$ cat src/rtl/pos_pkg.sv
/*
 Shared constants of the output shutdown unit: register map, field
 positions, request input modes, prescaler masks and pin indices.
 Assumes a 32-bit AHB-Lite register bus and one peripheral clock.
*/
package pos_pkg;
   localparam int NREQ = 4;
   localparam int NPIN = 6;
   localparam int ADDR_W = 12;
   localparam logic [ADDR_W-1:0] ADDR_IN_CTRL  = 12'h000;
   localparam logic [ADDR_W-1:0] ADDR_OUT_CTRL = 12'h004;
   localparam int TRANS_ACT_BIT = 1;
   // input control word fields
   localparam int IN_FLAG_LSB = 12;
   localparam int IN_IE_BIT   = 8;
   localparam int MODE_W      = 2;
   // output control word fields
   localparam int OUT_FLAG_BIT = 15;
   localparam int OUT_CE_BIT   = 9;
   localparam int OUT_IE_BIT   = 8;
   // request input modes
   localparam logic [1:0] MODE_EDGE   = 2'h0;
   localparam logic [1:0] MODE_DIV8   = 2'h1;
   localparam logic [1:0] MODE_DIV16  = 2'h2;
   localparam logic [1:0] MODE_DIV128 = 2'h3;
   // low samples needed, counted 0..15
   localparam int CNT_W = 4;
   localparam logic [3:0] SAMPLE_LAST = 4'hF;
   // prescaler
   localparam int PRE_W = 7;
   localparam logic [6:0] MASK_DIV8   = 7'h07;
   localparam logic [6:0] MASK_DIV16  = 7'h0F;
   localparam logic [6:0] MASK_DIV128 = 7'h7F;
   // high-current pin indices
   localparam int PIN_3B = 0;
   localparam int PIN_3D = 1;
   localparam int PIN_4A = 2;
   localparam int PIN_4B = 3;
   localparam int PIN_4C = 4;
   localparam int PIN_4D = 5;
endpackage

$ cat src/rtl/pos_prescale.sv
/*
 Free running prescaler giving one-cycle sampling ticks at the
 peripheral clock divided by 8, 16 and 128.
 Assumes a single clock and an asynchronous active-low reset.
*/
`timescale 1ns/1ps
module pos_prescale (
   input  wire logic clk,
   input  wire logic nrst,
   output logic      tick8,
   output logic      tick16,
   output logic      tick128
);
   logic [pos_pkg::PRE_W-1:0] cnt_ff;
   logic [pos_pkg::PRE_W-1:0] nxt_cnt;
   logic                      tick8_ff;
   logic                      tick16_ff;
   logic                      tick128_ff;
   logic                      nxt_tick8;
   logic                      nxt_tick16;
   logic                      nxt_tick128;

   // tick when all low bits of the divider are ones
   assign nxt_cnt = cnt_ff + 7'h01;
   assign nxt_tick8 = (cnt_ff & pos_pkg::MASK_DIV8) == pos_pkg::MASK_DIV8;
   assign nxt_tick16 = (cnt_ff & pos_pkg::MASK_DIV16) == pos_pkg::MASK_DIV16;
   assign nxt_tick128 = cnt_ff == pos_pkg::MASK_DIV128;

   // counter and registered ticks
   always_ff @(posedge clk or negedge nrst) begin
      if (!nrst) begin
         cnt_ff     <= 7'h00;
         tick8_ff   <= 1'b0;
         tick16_ff  <= 1'b0;
         tick128_ff <= 1'b0;
      end else begin
         cnt_ff     <= nxt_cnt;
         tick8_ff   <= nxt_tick8;
         tick16_ff  <= nxt_tick16;
         tick128_ff <= nxt_tick128;
      end
   end

   assign tick8   = tick8_ff;
   assign tick16  = tick16_ff;
   assign tick128 = tick128_ff;
endmodule

$ cat src/rtl/pos_top.sv
/*
 Output shutdown unit: watches four active-low request inputs and three
 pairs of timer outputs and forces six high-current pins to high
 impedance; AHB-Lite registers, one level interrupt.
 Assumes inputs synchronous to CLK_SYS and a zero-wait AHB-Lite master.
*/
// The AHB-Lite interface to the registers and the address map are this design's own decisions.
`timescale 1ns/1ps
module pos_top (
   input  wire logic        CLK_SYS,
   input  wire logic        NRST,
   input  wire logic        HSEL,
   input  wire logic [31:0] HADDR,
   input  wire logic [1:0]  HTRANS,
   input  wire logic        HWRITE,
   input  wire logic [2:0]  HSIZE,
   input  wire logic [31:0] HWDATA,
   input  wire logic        HREADY,
   output logic      [31:0] HRDATA,
   output logic             HREADYOUT,
   output logic             HRESP,
   input  wire logic [3:0]  SHUTDOWN_REQUEST_N,
   input  wire logic [5:0]  TIMER_OUT,
   input  wire logic [5:0]  TIMER_OE,
   input  wire logic        OSC_STOP,
   input  wire logic        STANDBY,
   output logic      [5:0]  PIN_OUT,
   output logic      [5:0]  PIN_OE,
   output logic             IRQ
);
   localparam int NR = pos_pkg::NREQ;
   localparam int FL = pos_pkg::IN_FLAG_LSB;

   logic                            tick8;
   logic                            tick16;
   logic                            tick128;
   logic [NR-1:0]                   req_prev_ff;
   logic [NR-1:0]                   accept;
   logic [NR-1:0]                   flag_ff;
   logic [NR-1:0]                   nxt_flag;
   logic [NR-1:0]                   arm_ff;
   logic [NR-1:0]                   nxt_arm;
   logic [2*NR-1:0]                 mode_ff;
   logic                            req_ie_ff;
   logic                            out_flag_ff;
   logic                            nxt_out_flag;
   logic                            out_arm_ff;
   logic                            nxt_out_arm;
   logic                            cmp_en_ff;
   logic                            out_ie_ff;
   logic                            pair_low;
   logic [pos_pkg::NPIN-1:0]        drv_low;
   logic                            shut;
   logic                            irq_cond;
   logic                            addr_ok;
   logic                            wr_ph_ff;
   logic [pos_pkg::ADDR_W-1:0]      haddr_ff;
   logic                            wr_in;
   logic                            wr_out;
   logic                            rd_in;
   logic                            rd_out;
   logic [31:0]                     in_word;
   logic [31:0]                     out_word;
   logic [31:0]                     nxt_rdata;
   logic [31:0]                     rdata_ff;
   logic                            readyout_ff;
   logic [NR-1:0]                   wr_flag_zero;
   logic [5:0]                      pin_out_ff;
   logic [5:0]                      pin_oe_ff;
   logic                            irq_ff;

   // selects the sampling tick of a mode; edge mode has none
   function automatic logic mode_tick(input logic [1:0] m,
                                      input logic t8,
                                      input logic t16,
                                      input logic t128);
      logic t;
      t = 1'b0;
      case (m)
         pos_pkg::MODE_DIV8:   t = t8;
         pos_pkg::MODE_DIV16:  t = t16;
         pos_pkg::MODE_DIV128: t = t128;
         default:              t = 1'b0;
      endcase
      return t;
   endfunction

   pos_prescale u_pre (
      .clk     (CLK_SYS),
      .nrst    (NRST),
      .tick8   (tick8),
      .tick16  (tick16),
      .tick128 (tick128)
   );

   // bus decode: reads in the address phase, writes in the data phase
   assign addr_ok = HSEL & HTRANS[pos_pkg::TRANS_ACT_BIT] & HREADY;
   assign rd_in  = addr_ok & ~HWRITE
                   & (HADDR[11:0] == pos_pkg::ADDR_IN_CTRL);
   assign rd_out = addr_ok & ~HWRITE
                   & (HADDR[11:0] == pos_pkg::ADDR_OUT_CTRL);
   assign wr_in  = wr_ph_ff & (haddr_ff == pos_pkg::ADDR_IN_CTRL);
   assign wr_out = wr_ph_ff & (haddr_ff == pos_pkg::ADDR_OUT_CTRL);

   // readable words; reserved bits read as zero
   assign in_word = {16'h0000, flag_ff, 3'h0, req_ie_ff, mode_ff};
   assign out_word = {16'h0000, out_flag_ff, 5'h00, cmp_en_ff,
                      out_ie_ff, 8'h00};
   assign nxt_rdata = rd_in ? in_word : (rd_out ? out_word : 32'h0000_0000);

   // bus phase registers; reply is zero-wait and always okay
   always_ff @(posedge CLK_SYS or negedge NRST) begin
      if (!NRST) begin
         wr_ph_ff    <= 1'b0;
         haddr_ff    <= 12'h000;
         rdata_ff    <= 32'h0000_0000;
         readyout_ff <= 1'b0;
      end else begin
         wr_ph_ff    <= addr_ok & HWRITE;
         haddr_ff    <= HADDR[11:0];
         rdata_ff    <= nxt_rdata;
         readyout_ff <= 1'b1;
      end
   end

   // control bits written by software
   always_ff @(posedge CLK_SYS or negedge NRST) begin
      if (!NRST) begin
         mode_ff   <= 8'h00;
         req_ie_ff <= 1'b0;
         cmp_en_ff <= 1'b0;
         out_ie_ff <= 1'b0;
      end else begin
         if (wr_in) begin
            mode_ff   <= HWDATA[2*NR-1:0];
            req_ie_ff <= HWDATA[pos_pkg::IN_IE_BIT];
         end
         if (wr_out) begin
            cmp_en_ff <= HWDATA[pos_pkg::OUT_CE_BIT];
            out_ie_ff <= HWDATA[pos_pkg::OUT_IE_BIT];
         end
      end
   end

   // one detector per request input
   genvar gi;
   generate
      for (gi = 0; gi < NR; gi++) begin : g_req
         logic [pos_pkg::CNT_W-1:0] cnt_ff;
         logic [pos_pkg::CNT_W-1:0] nxt_cnt;
         logic [1:0]                mode;
         logic                      tick;
         logic                      is_low;
         logic                      fall;
         logic                      samp_acc;

         assign mode = mode_ff[2*gi +: 2];
         assign tick = mode_tick(mode, tick8, tick16, tick128);
         assign is_low = ~SHUTDOWN_REQUEST_N[gi];
         assign fall = req_prev_ff[gi] & is_low;
         // sixteenth consecutive low sample accepts
         assign samp_acc = tick & is_low
                           & (cnt_ff == pos_pkg::SAMPLE_LAST);
         assign accept[gi] = (mode == pos_pkg::MODE_EDGE) ? fall
                                                          : samp_acc;
         // high sample restarts the count
         assign nxt_cnt = !tick ? cnt_ff :
                          (!is_low || samp_acc) ? 4'h0 :
                          cnt_ff + 4'h1;

         // sample counter and previous level for edge detection
         always_ff @(posedge CLK_SYS or negedge NRST) begin
            if (!NRST) begin
               cnt_ff          <= 4'h0;
               req_prev_ff[gi] <= 1'b1;
            end else begin
               cnt_ff          <= (mode == pos_pkg::MODE_EDGE) ? 4'h0
                                                               : nxt_cnt;
               req_prev_ff[gi] <= SHUTDOWN_REQUEST_N[gi];
            end
         end

         // the tick before an accept must have seen a low sample
         AST_SAMPLE_COUNT:
         assert property (@(posedge CLK_SYS) disable iff (!NRST)
            (mode == pos_pkg::MODE_DIV8) && accept[gi]
            && ($past(mode, 8) == pos_pkg::MODE_DIV8)
            |-> $past(is_low, 8) && (cnt_ff == pos_pkg::SAMPLE_LAST))
         else $error("sample accept after a high sample");

         AST_EDGE_SET:
         assert property (@(posedge CLK_SYS) disable iff (!NRST)
            (mode == pos_pkg::MODE_EDGE) && req_prev_ff[gi] && is_low
            |=> flag_ff[gi])
         else $error("falling edge did not set request flag");

         AST_FLAG_HOLD:
         assert property (@(posedge CLK_SYS) disable iff (!NRST)
            flag_ff[gi] && !arm_ff[gi] |=> flag_ff[gi])
         else $error("request flag cleared without prior read");
      end
   endgenerate

   // flags clear on a zero write only after a read showed them set;
   // a new accept in the same cycle wins over the clear
   assign wr_flag_zero = {NR{wr_in}} & ~HWDATA[FL +: NR];
   assign nxt_flag = accept | (flag_ff & ~(wr_flag_zero & arm_ff));
   assign nxt_arm = (rd_in ? flag_ff : arm_ff) & ~{NR{wr_in}} & nxt_flag;

   // output comparison over the three monitored pairs
   assign drv_low = TIMER_OE & ~TIMER_OUT;
   assign pair_low = (drv_low[pos_pkg::PIN_3B] & drv_low[pos_pkg::PIN_3D])
                   | (drv_low[pos_pkg::PIN_4A] & drv_low[pos_pkg::PIN_4C])
                   | (drv_low[pos_pkg::PIN_4B]
                      & drv_low[pos_pkg::PIN_4D]);
   assign nxt_out_flag = (cmp_en_ff & pair_low)
                       | (out_flag_ff & ~(wr_out & out_arm_ff
                          & ~HWDATA[pos_pkg::OUT_FLAG_BIT]));
   assign nxt_out_arm = (rd_out ? out_flag_ff : out_arm_ff) & ~wr_out
                        & nxt_out_flag;

   // status flags and their read arms
   always_ff @(posedge CLK_SYS or negedge NRST) begin
      if (!NRST) begin
         flag_ff     <= 4'h0;
         arm_ff      <= 4'h0;
         out_flag_ff <= 1'b0;
         out_arm_ff  <= 1'b0;
      end else begin
         flag_ff     <= nxt_flag;
         arm_ff      <= nxt_arm;
         out_flag_ff <= nxt_out_flag;
         out_arm_ff  <= nxt_out_arm;
      end
   end

   // shutdown of all six pins and interrupt request
   assign shut = (|flag_ff) | out_flag_ff | OSC_STOP | STANDBY;
   assign irq_cond = ((|flag_ff) & req_ie_ff)
                   | (out_flag_ff & out_ie_ff);

   // registered pin drive
   always_ff @(posedge CLK_SYS or negedge NRST) begin
      if (!NRST) begin
         pin_out_ff <= 6'h00;
         pin_oe_ff  <= 6'h00;
         irq_ff     <= 1'b0;
      end else begin
         pin_out_ff <= TIMER_OUT;
         pin_oe_ff  <= shut ? 6'h00 : TIMER_OE;
         irq_ff     <= irq_cond;
      end
   end

   assign PIN_OUT   = pin_out_ff;
   assign PIN_OE    = pin_oe_ff;
   assign IRQ       = irq_ff;
   assign HRDATA    = rdata_ff;
   assign HREADYOUT = readyout_ff;
   assign HRESP     = 1'b0;

   AST_REQ_HIZ:
   assert property (@(posedge CLK_SYS) disable iff (!NRST)
      (|flag_ff) |=> PIN_OE == 6'h00)
   else $error("pins driven while request flag set");

   AST_PAIR_LOW:
   assert property (@(posedge CLK_SYS) disable iff (!NRST)
      cmp_en_ff && drv_low[pos_pkg::PIN_4B] && drv_low[pos_pkg::PIN_4D]
      |=> out_flag_ff ##1 PIN_OE == 6'h00)
   else $error("pair low did not shut pins");

   AST_PAIR_3:
   assert property (@(posedge CLK_SYS) disable iff (!NRST)
      cmp_en_ff && drv_low[pos_pkg::PIN_3B] && drv_low[pos_pkg::PIN_3D]
      |=> out_flag_ff)
   else $error("timer3 pair low not flagged");

   AST_OSC_HIZ:
   assert property (@(posedge CLK_SYS) disable iff (!NRST)
      OSC_STOP || STANDBY |=> PIN_OE == 6'h00)
   else $error("pins driven during oscillator stop or standby");

   AST_PASS:
   assert property (@(posedge CLK_SYS) disable iff (!NRST)
      NRST && !shut
      |=> PIN_OE == $past(TIMER_OE) && PIN_OUT == $past(TIMER_OUT))
   else $error("pins not following timer while not shut");

   AST_IRQ_SET:
   assert property (@(posedge CLK_SYS) disable iff (!NRST)
      (|flag_ff) && req_ie_ff |=> IRQ)
   else $error("interrupt missing for enabled request flag");

   AST_IRQ_OUT:
   assert property (@(posedge CLK_SYS) disable iff (!NRST)
      !(out_flag_ff && out_ie_ff) && !((|flag_ff) && req_ie_ff) |=> !IRQ)
   else $error("interrupt without enabled flag");
endmodule

$ cat config.mk
export PLATFORM = sky130hd
export DESIGN_NAME = pos_top
export DESIGN_NICKNAME = d
export VERILOG_FILES = /design/src/rtl/pos_pkg.sv /design/src/rtl/pos_prescale.sv /design/src/rtl/pos_top.sv
export SDC_FILE = /design/constraint.sdc
export NUM_CORES = 1
export LEC_CHECK = 0
export BUFFER_PORTS_ARGS = -buffer_cell sky130_fd_sc_hd__buf_2
export CAP_MARGIN = 15
export CORE_MARGIN = 5
export CORE_UTILIZATION = 35
export CTS_BUF_LIST = sky130_fd_sc_hd__clkbuf_2
export DETAILED_ROUTE_END_ITERATION = 12
export GPL_TIMING_DRIVEN = 0
export PLACE_DENSITY = 0.6
export SYNTH_ARGS = -nofsm -noshare
export SYNTH_HDL_FRONTEND = slang
export SYNTH_SLANG_ARGS = --single-unit
$ cat constraint.sdc
create_clock -name CLK_SYS -period 2.05 [get_ports CLK_SYS]
set_clock_uncertainty 0.2 [all_clocks]
set_input_delay 0 -clock CLK_SYS [delete_from_list [all_inputs] [get_ports CLK_SYS]]
set_output_delay 0 -clock CLK_SYS [all_outputs]
set_load 0.01 [all_outputs]
==> results.sh <==
export IMPL_outcome="completed"
export IMPL_yosysWarningCount=0
export IMPL_placed_area_um2=4548
export IMPL_wl_per_cell_um=14.41
export IMPL_grt_first_pass_wirelength_mm=15.62
export IMPL_clk_pin_slew_ps=250
export IMPL_synth_edf_count=0
export IMPL_fillers=963
export IMPL_cts_buffers=9
export IMPL_postSynthAreaPerCell_um2=11.85
export IMPL_rows=38
export IMPL_place_congestion=0.7688
export IMPL_drt_wl_total_mm=9.743
export IMPL_pwr_density_cell_nw_per_um2=577.6
export IMPL_fmax_mhz=501.3
export IMPL_ant_nets=0
export IMPL_critPathArrivalTime_ps=2290
export IMPL_die_w_um=115.5
export IMPL_io_pins=139
export IMPL_worst_pin_slew_ps=684.4
export IMPL_max_cap_violations=0
export IMPL_critPathSlowestCell="or4b_2"
export IMPL_regArea_um2=2311
export IMPL_stdcell_count=676
export IMPL_clkSinkCount=92
export IMPL_port_buffers=77
export IMPL_area_delta_synth_final_pct=45.33
export IMPL_die_area_um2=13350
export IMPL_cts_tree="yes"
export IMPL_drt_first_pass_iters=4
export IMPL_grt_pass1_vias=3341
export IMPL_dp_cells=565
export IMPL_finalSetupViolCount=0
export IMPL_cp_start_kind="flip-flop"
export IMPL_hpwl_mm=6.259
export IMPL_synthDistinctLibCells=54
export IMPL_drive_gt1_share_pct=26.68
export IMPL_hold_viol=0
export IMPL_syn_inst=329
export IMPL_min_period_over_period_pct=97.30
export IMPL_cts_root_buffer="clkbuf_2"
export IMPL_drt_vias_per_instance=4.750
export IMPL_vias=3211
export IMPL_diodes=0
export IMPL_yosys_area_top_type_share_pct=56.50
export IMPL_fin_crit_ps=1995
export IMPL_fin_area_um2=5664
export IMPL_synth_commonest_cells="88 x dfrtp_1, 35 x nand2_1, 22 x and2_1"
export IMPL_synth_most_common_cell="dfrtp_1"
export IMPL_cpPeakStageDelay_ps=620
export IMPL_die_y_um=115.5
export IMPL_drv_slew=0
export IMPL_ys_seq_area_share_pct=59.20
export IMPL_grt_max_degree=54
export IMPL_synthTopCellsByArea="dfrtp_1 57%, buf_4 3.7%, and2_1 3.5%"
export IMPL_drt_iter0_drc=302
export IMPL_critical_path_max_fanout=5
export IMPL_hold_path_class="in2reg"
export IMPL_grt_use_total_pct=14.88
export IMPL_cp_cell_sequence="mux2i_1 -> mux2_2 -> or4b_2 -> a31oi_1"
export IMPL_drc=0
export IMPL_final_nets=629
export IMPL_grt_antenna_before_repair=0
export IMPL_h_tree_depth=3
export IMPL_netlist_area_um2=3897
export IMPL_multi_input_comb_area_um2=1480
export IMPL_yosysTopAreaCell="dfrtp_1"
export IMPL_gr_total_overflow=0
export IMPL_clk_latency_ps=550
export IMPL_p_leak_nw=2.729
export IMPL_initial_core_util_pct=35.80
export IMPL_async_flop_share_pct=100.0
export IMPL_cp_end_kind="flip-flop"
export IMPL_criticalPathCategory="reg2reg"
export IMPL_peakVddDrop_mv=0.5127
export IMPL_power_mw=3.272
export IMPL_ys_ff_latch=92
export IMPL_core_area_um2=10890
export IMPL_ctsLongestPathBuffers=2
export IMPL_cp_data_required_time_ps=2340
export IMPL_synth_flop_cell="dfrtp_1"
export IMPL_relSlewSlack_pct=54.37
-- layout make-up --
| cell class | instances | area share (%) |
|---|---|---|
| Timing Repair Buffer | 175 | 24.12 |
| Clock inverter | 7 | 1.723 |
| Clock buffer | 9 | 0.7952 |
| Buffer | 22 | 2.872 |
| Multi-Input combinational cell | 224 | 26.13 |
| Sequential cell | 92 | 40.80 |
| Tap cell | 140 | 3.093 |
| Inverter | 7 | 0.4639 |
-- state kept, by name, summed over array words and instances, names as in the netlist, 4 cells and up --
register / flops
req_prev_ff: 4
PIN_OUT: 6
PIN_OE: 6
mode_ff: 8
u_pre.cnt_ff: 7
g_req.cnt_ff: 16
arm_ff: 4
haddr_ff: 12
HRDATA: 14
flag_ff: 4
-- timing repair --
item                                    in CTS  in global routing
hold buffers                                92                  0
buffers inserted                             1                  4
endpoints found under the hold margin      172                  0
gates resized for setup                      3                  4
pin swaps                                    1                  2
endpoints found under the setup margin      17                 18
-- metal layers --
metal / vias to the layer above / wire [um] / track usage (%)
met5: - / 0 / 0
met4: 0 / 165 / 5.947
met3: 16 / 635 / 3.812
met2: 91 / 4682 / 25.12
met1: 1558 / 4259 / 18.25
li1: 1546 / - / -
-- critical path, delay by kind of cell, from the launching register on --
| kind | cells | cell delay (ps) |
|---|---|---|
| mux | 2 | 470 |
| flops | 1 | 490 |
| simple gates | 1 | 620 |
| compound gates | 1 | 160 |
-- stage by stage --
step | TNS (ps) | utilization (%) | hold WS [ps] | worst slack, ps
3_5_place_dp | -984.8 | 41.77 | -117.8 | -128.6
5_1_grt | -2.499 | 52.02 | 37.77 | -2.499
6_report | 0 | 52.02 | 89.97 | 55.32
2_1_floorplan | 0 | - | -495.6 | 128.4
3_3_place_gp | -8110 | 41.57 | -73.81 | -103.1
4_1_cts | 0 | 51.61 | 29.11 | 11.96
-- worst paths after layout --
| kind | from | cells after the start | slack, ps | to |
|---|---|---|---|---|
| max in group asynchronous | NRST | 4 | 610 | req_prev_ff[1]$_DFF_PN1_ |
| min | STANDBY | 4 | 90 | PIN_OE[5]$_DFF_PN0_ |
| max | mode_ff[0]$_DFFE_PN0P_ | 4 | 60 | g_req[0].cnt_ff[2]$_DFFE_PN0P_ |
| max reg2reg | mode_ff[0]$_DFFE_PN0P_ | 4 | 60 | g_req[0].cnt_ff[2]$_DFFE_PN0P_ |
| min reg2reg | u_pre.cnt_ff[0]$_DFF_PN0_ | 1 | 270 | u_pre.cnt_ff[0]$_DFF_PN0_ |
| min in group asynchronous | NRST | 3 | 330 | wr_ph_ff$_DFF_PN0_ |
-- kinds of logic (layout without fill, tap and decap cells) --
family	Yosys count	in the layout	share of synthesized area (%)
and+or+nand+nor	128	128	19.45
DFF	92	92	59.20
AOI/OAI and AO/OA	51	51	9.181
buffers and inverters	31	220	5.040
muxes	15	15	4.109
adders and majority gates	6	6	1.926
xor gates and xnor gates	4	4	0.8990
other	2	20	0.1927
-- cell usage in the layout, fill, tap and decap left out, types with 3 or more instances in the layout --
cell type,netlist,final
dfrtp_1,88,85
or4_1,4,4
nor4bb_1,3,3
inv_1,7,7
nand2b_1,8,8
a22o_1,8,8
ha_1,6,6
and2_1,22,22
nor4b_1,4,3
and3_1,4,4
nor4_1,9,7
o21ai_0,12,12
a21oi_1,9,9
xor2_1,3,3
nor2_1,8,8
nand3_1,10,10
dfrtp_2,0,3
buf_2,0,76
buf_4,19,25
conb_1,2,20
mux2i_1,7,7
and4b_1,3,3
nand2_1,35,35
dlygate4sd3_1,0,92
nand4b_1,5,5
dfstp_2,4,4
clkbuf_2,1,10
a311oi_1,3,3
mux2_2,8,8
-- report_power, final --
part           internal (mW)  switching (mW)
clock                  0.410           0.640
combinational          0.205           0.137
sequential              1.86          0.0219
total                   2.47           0.799
Power figures use the tool's default switching activity.
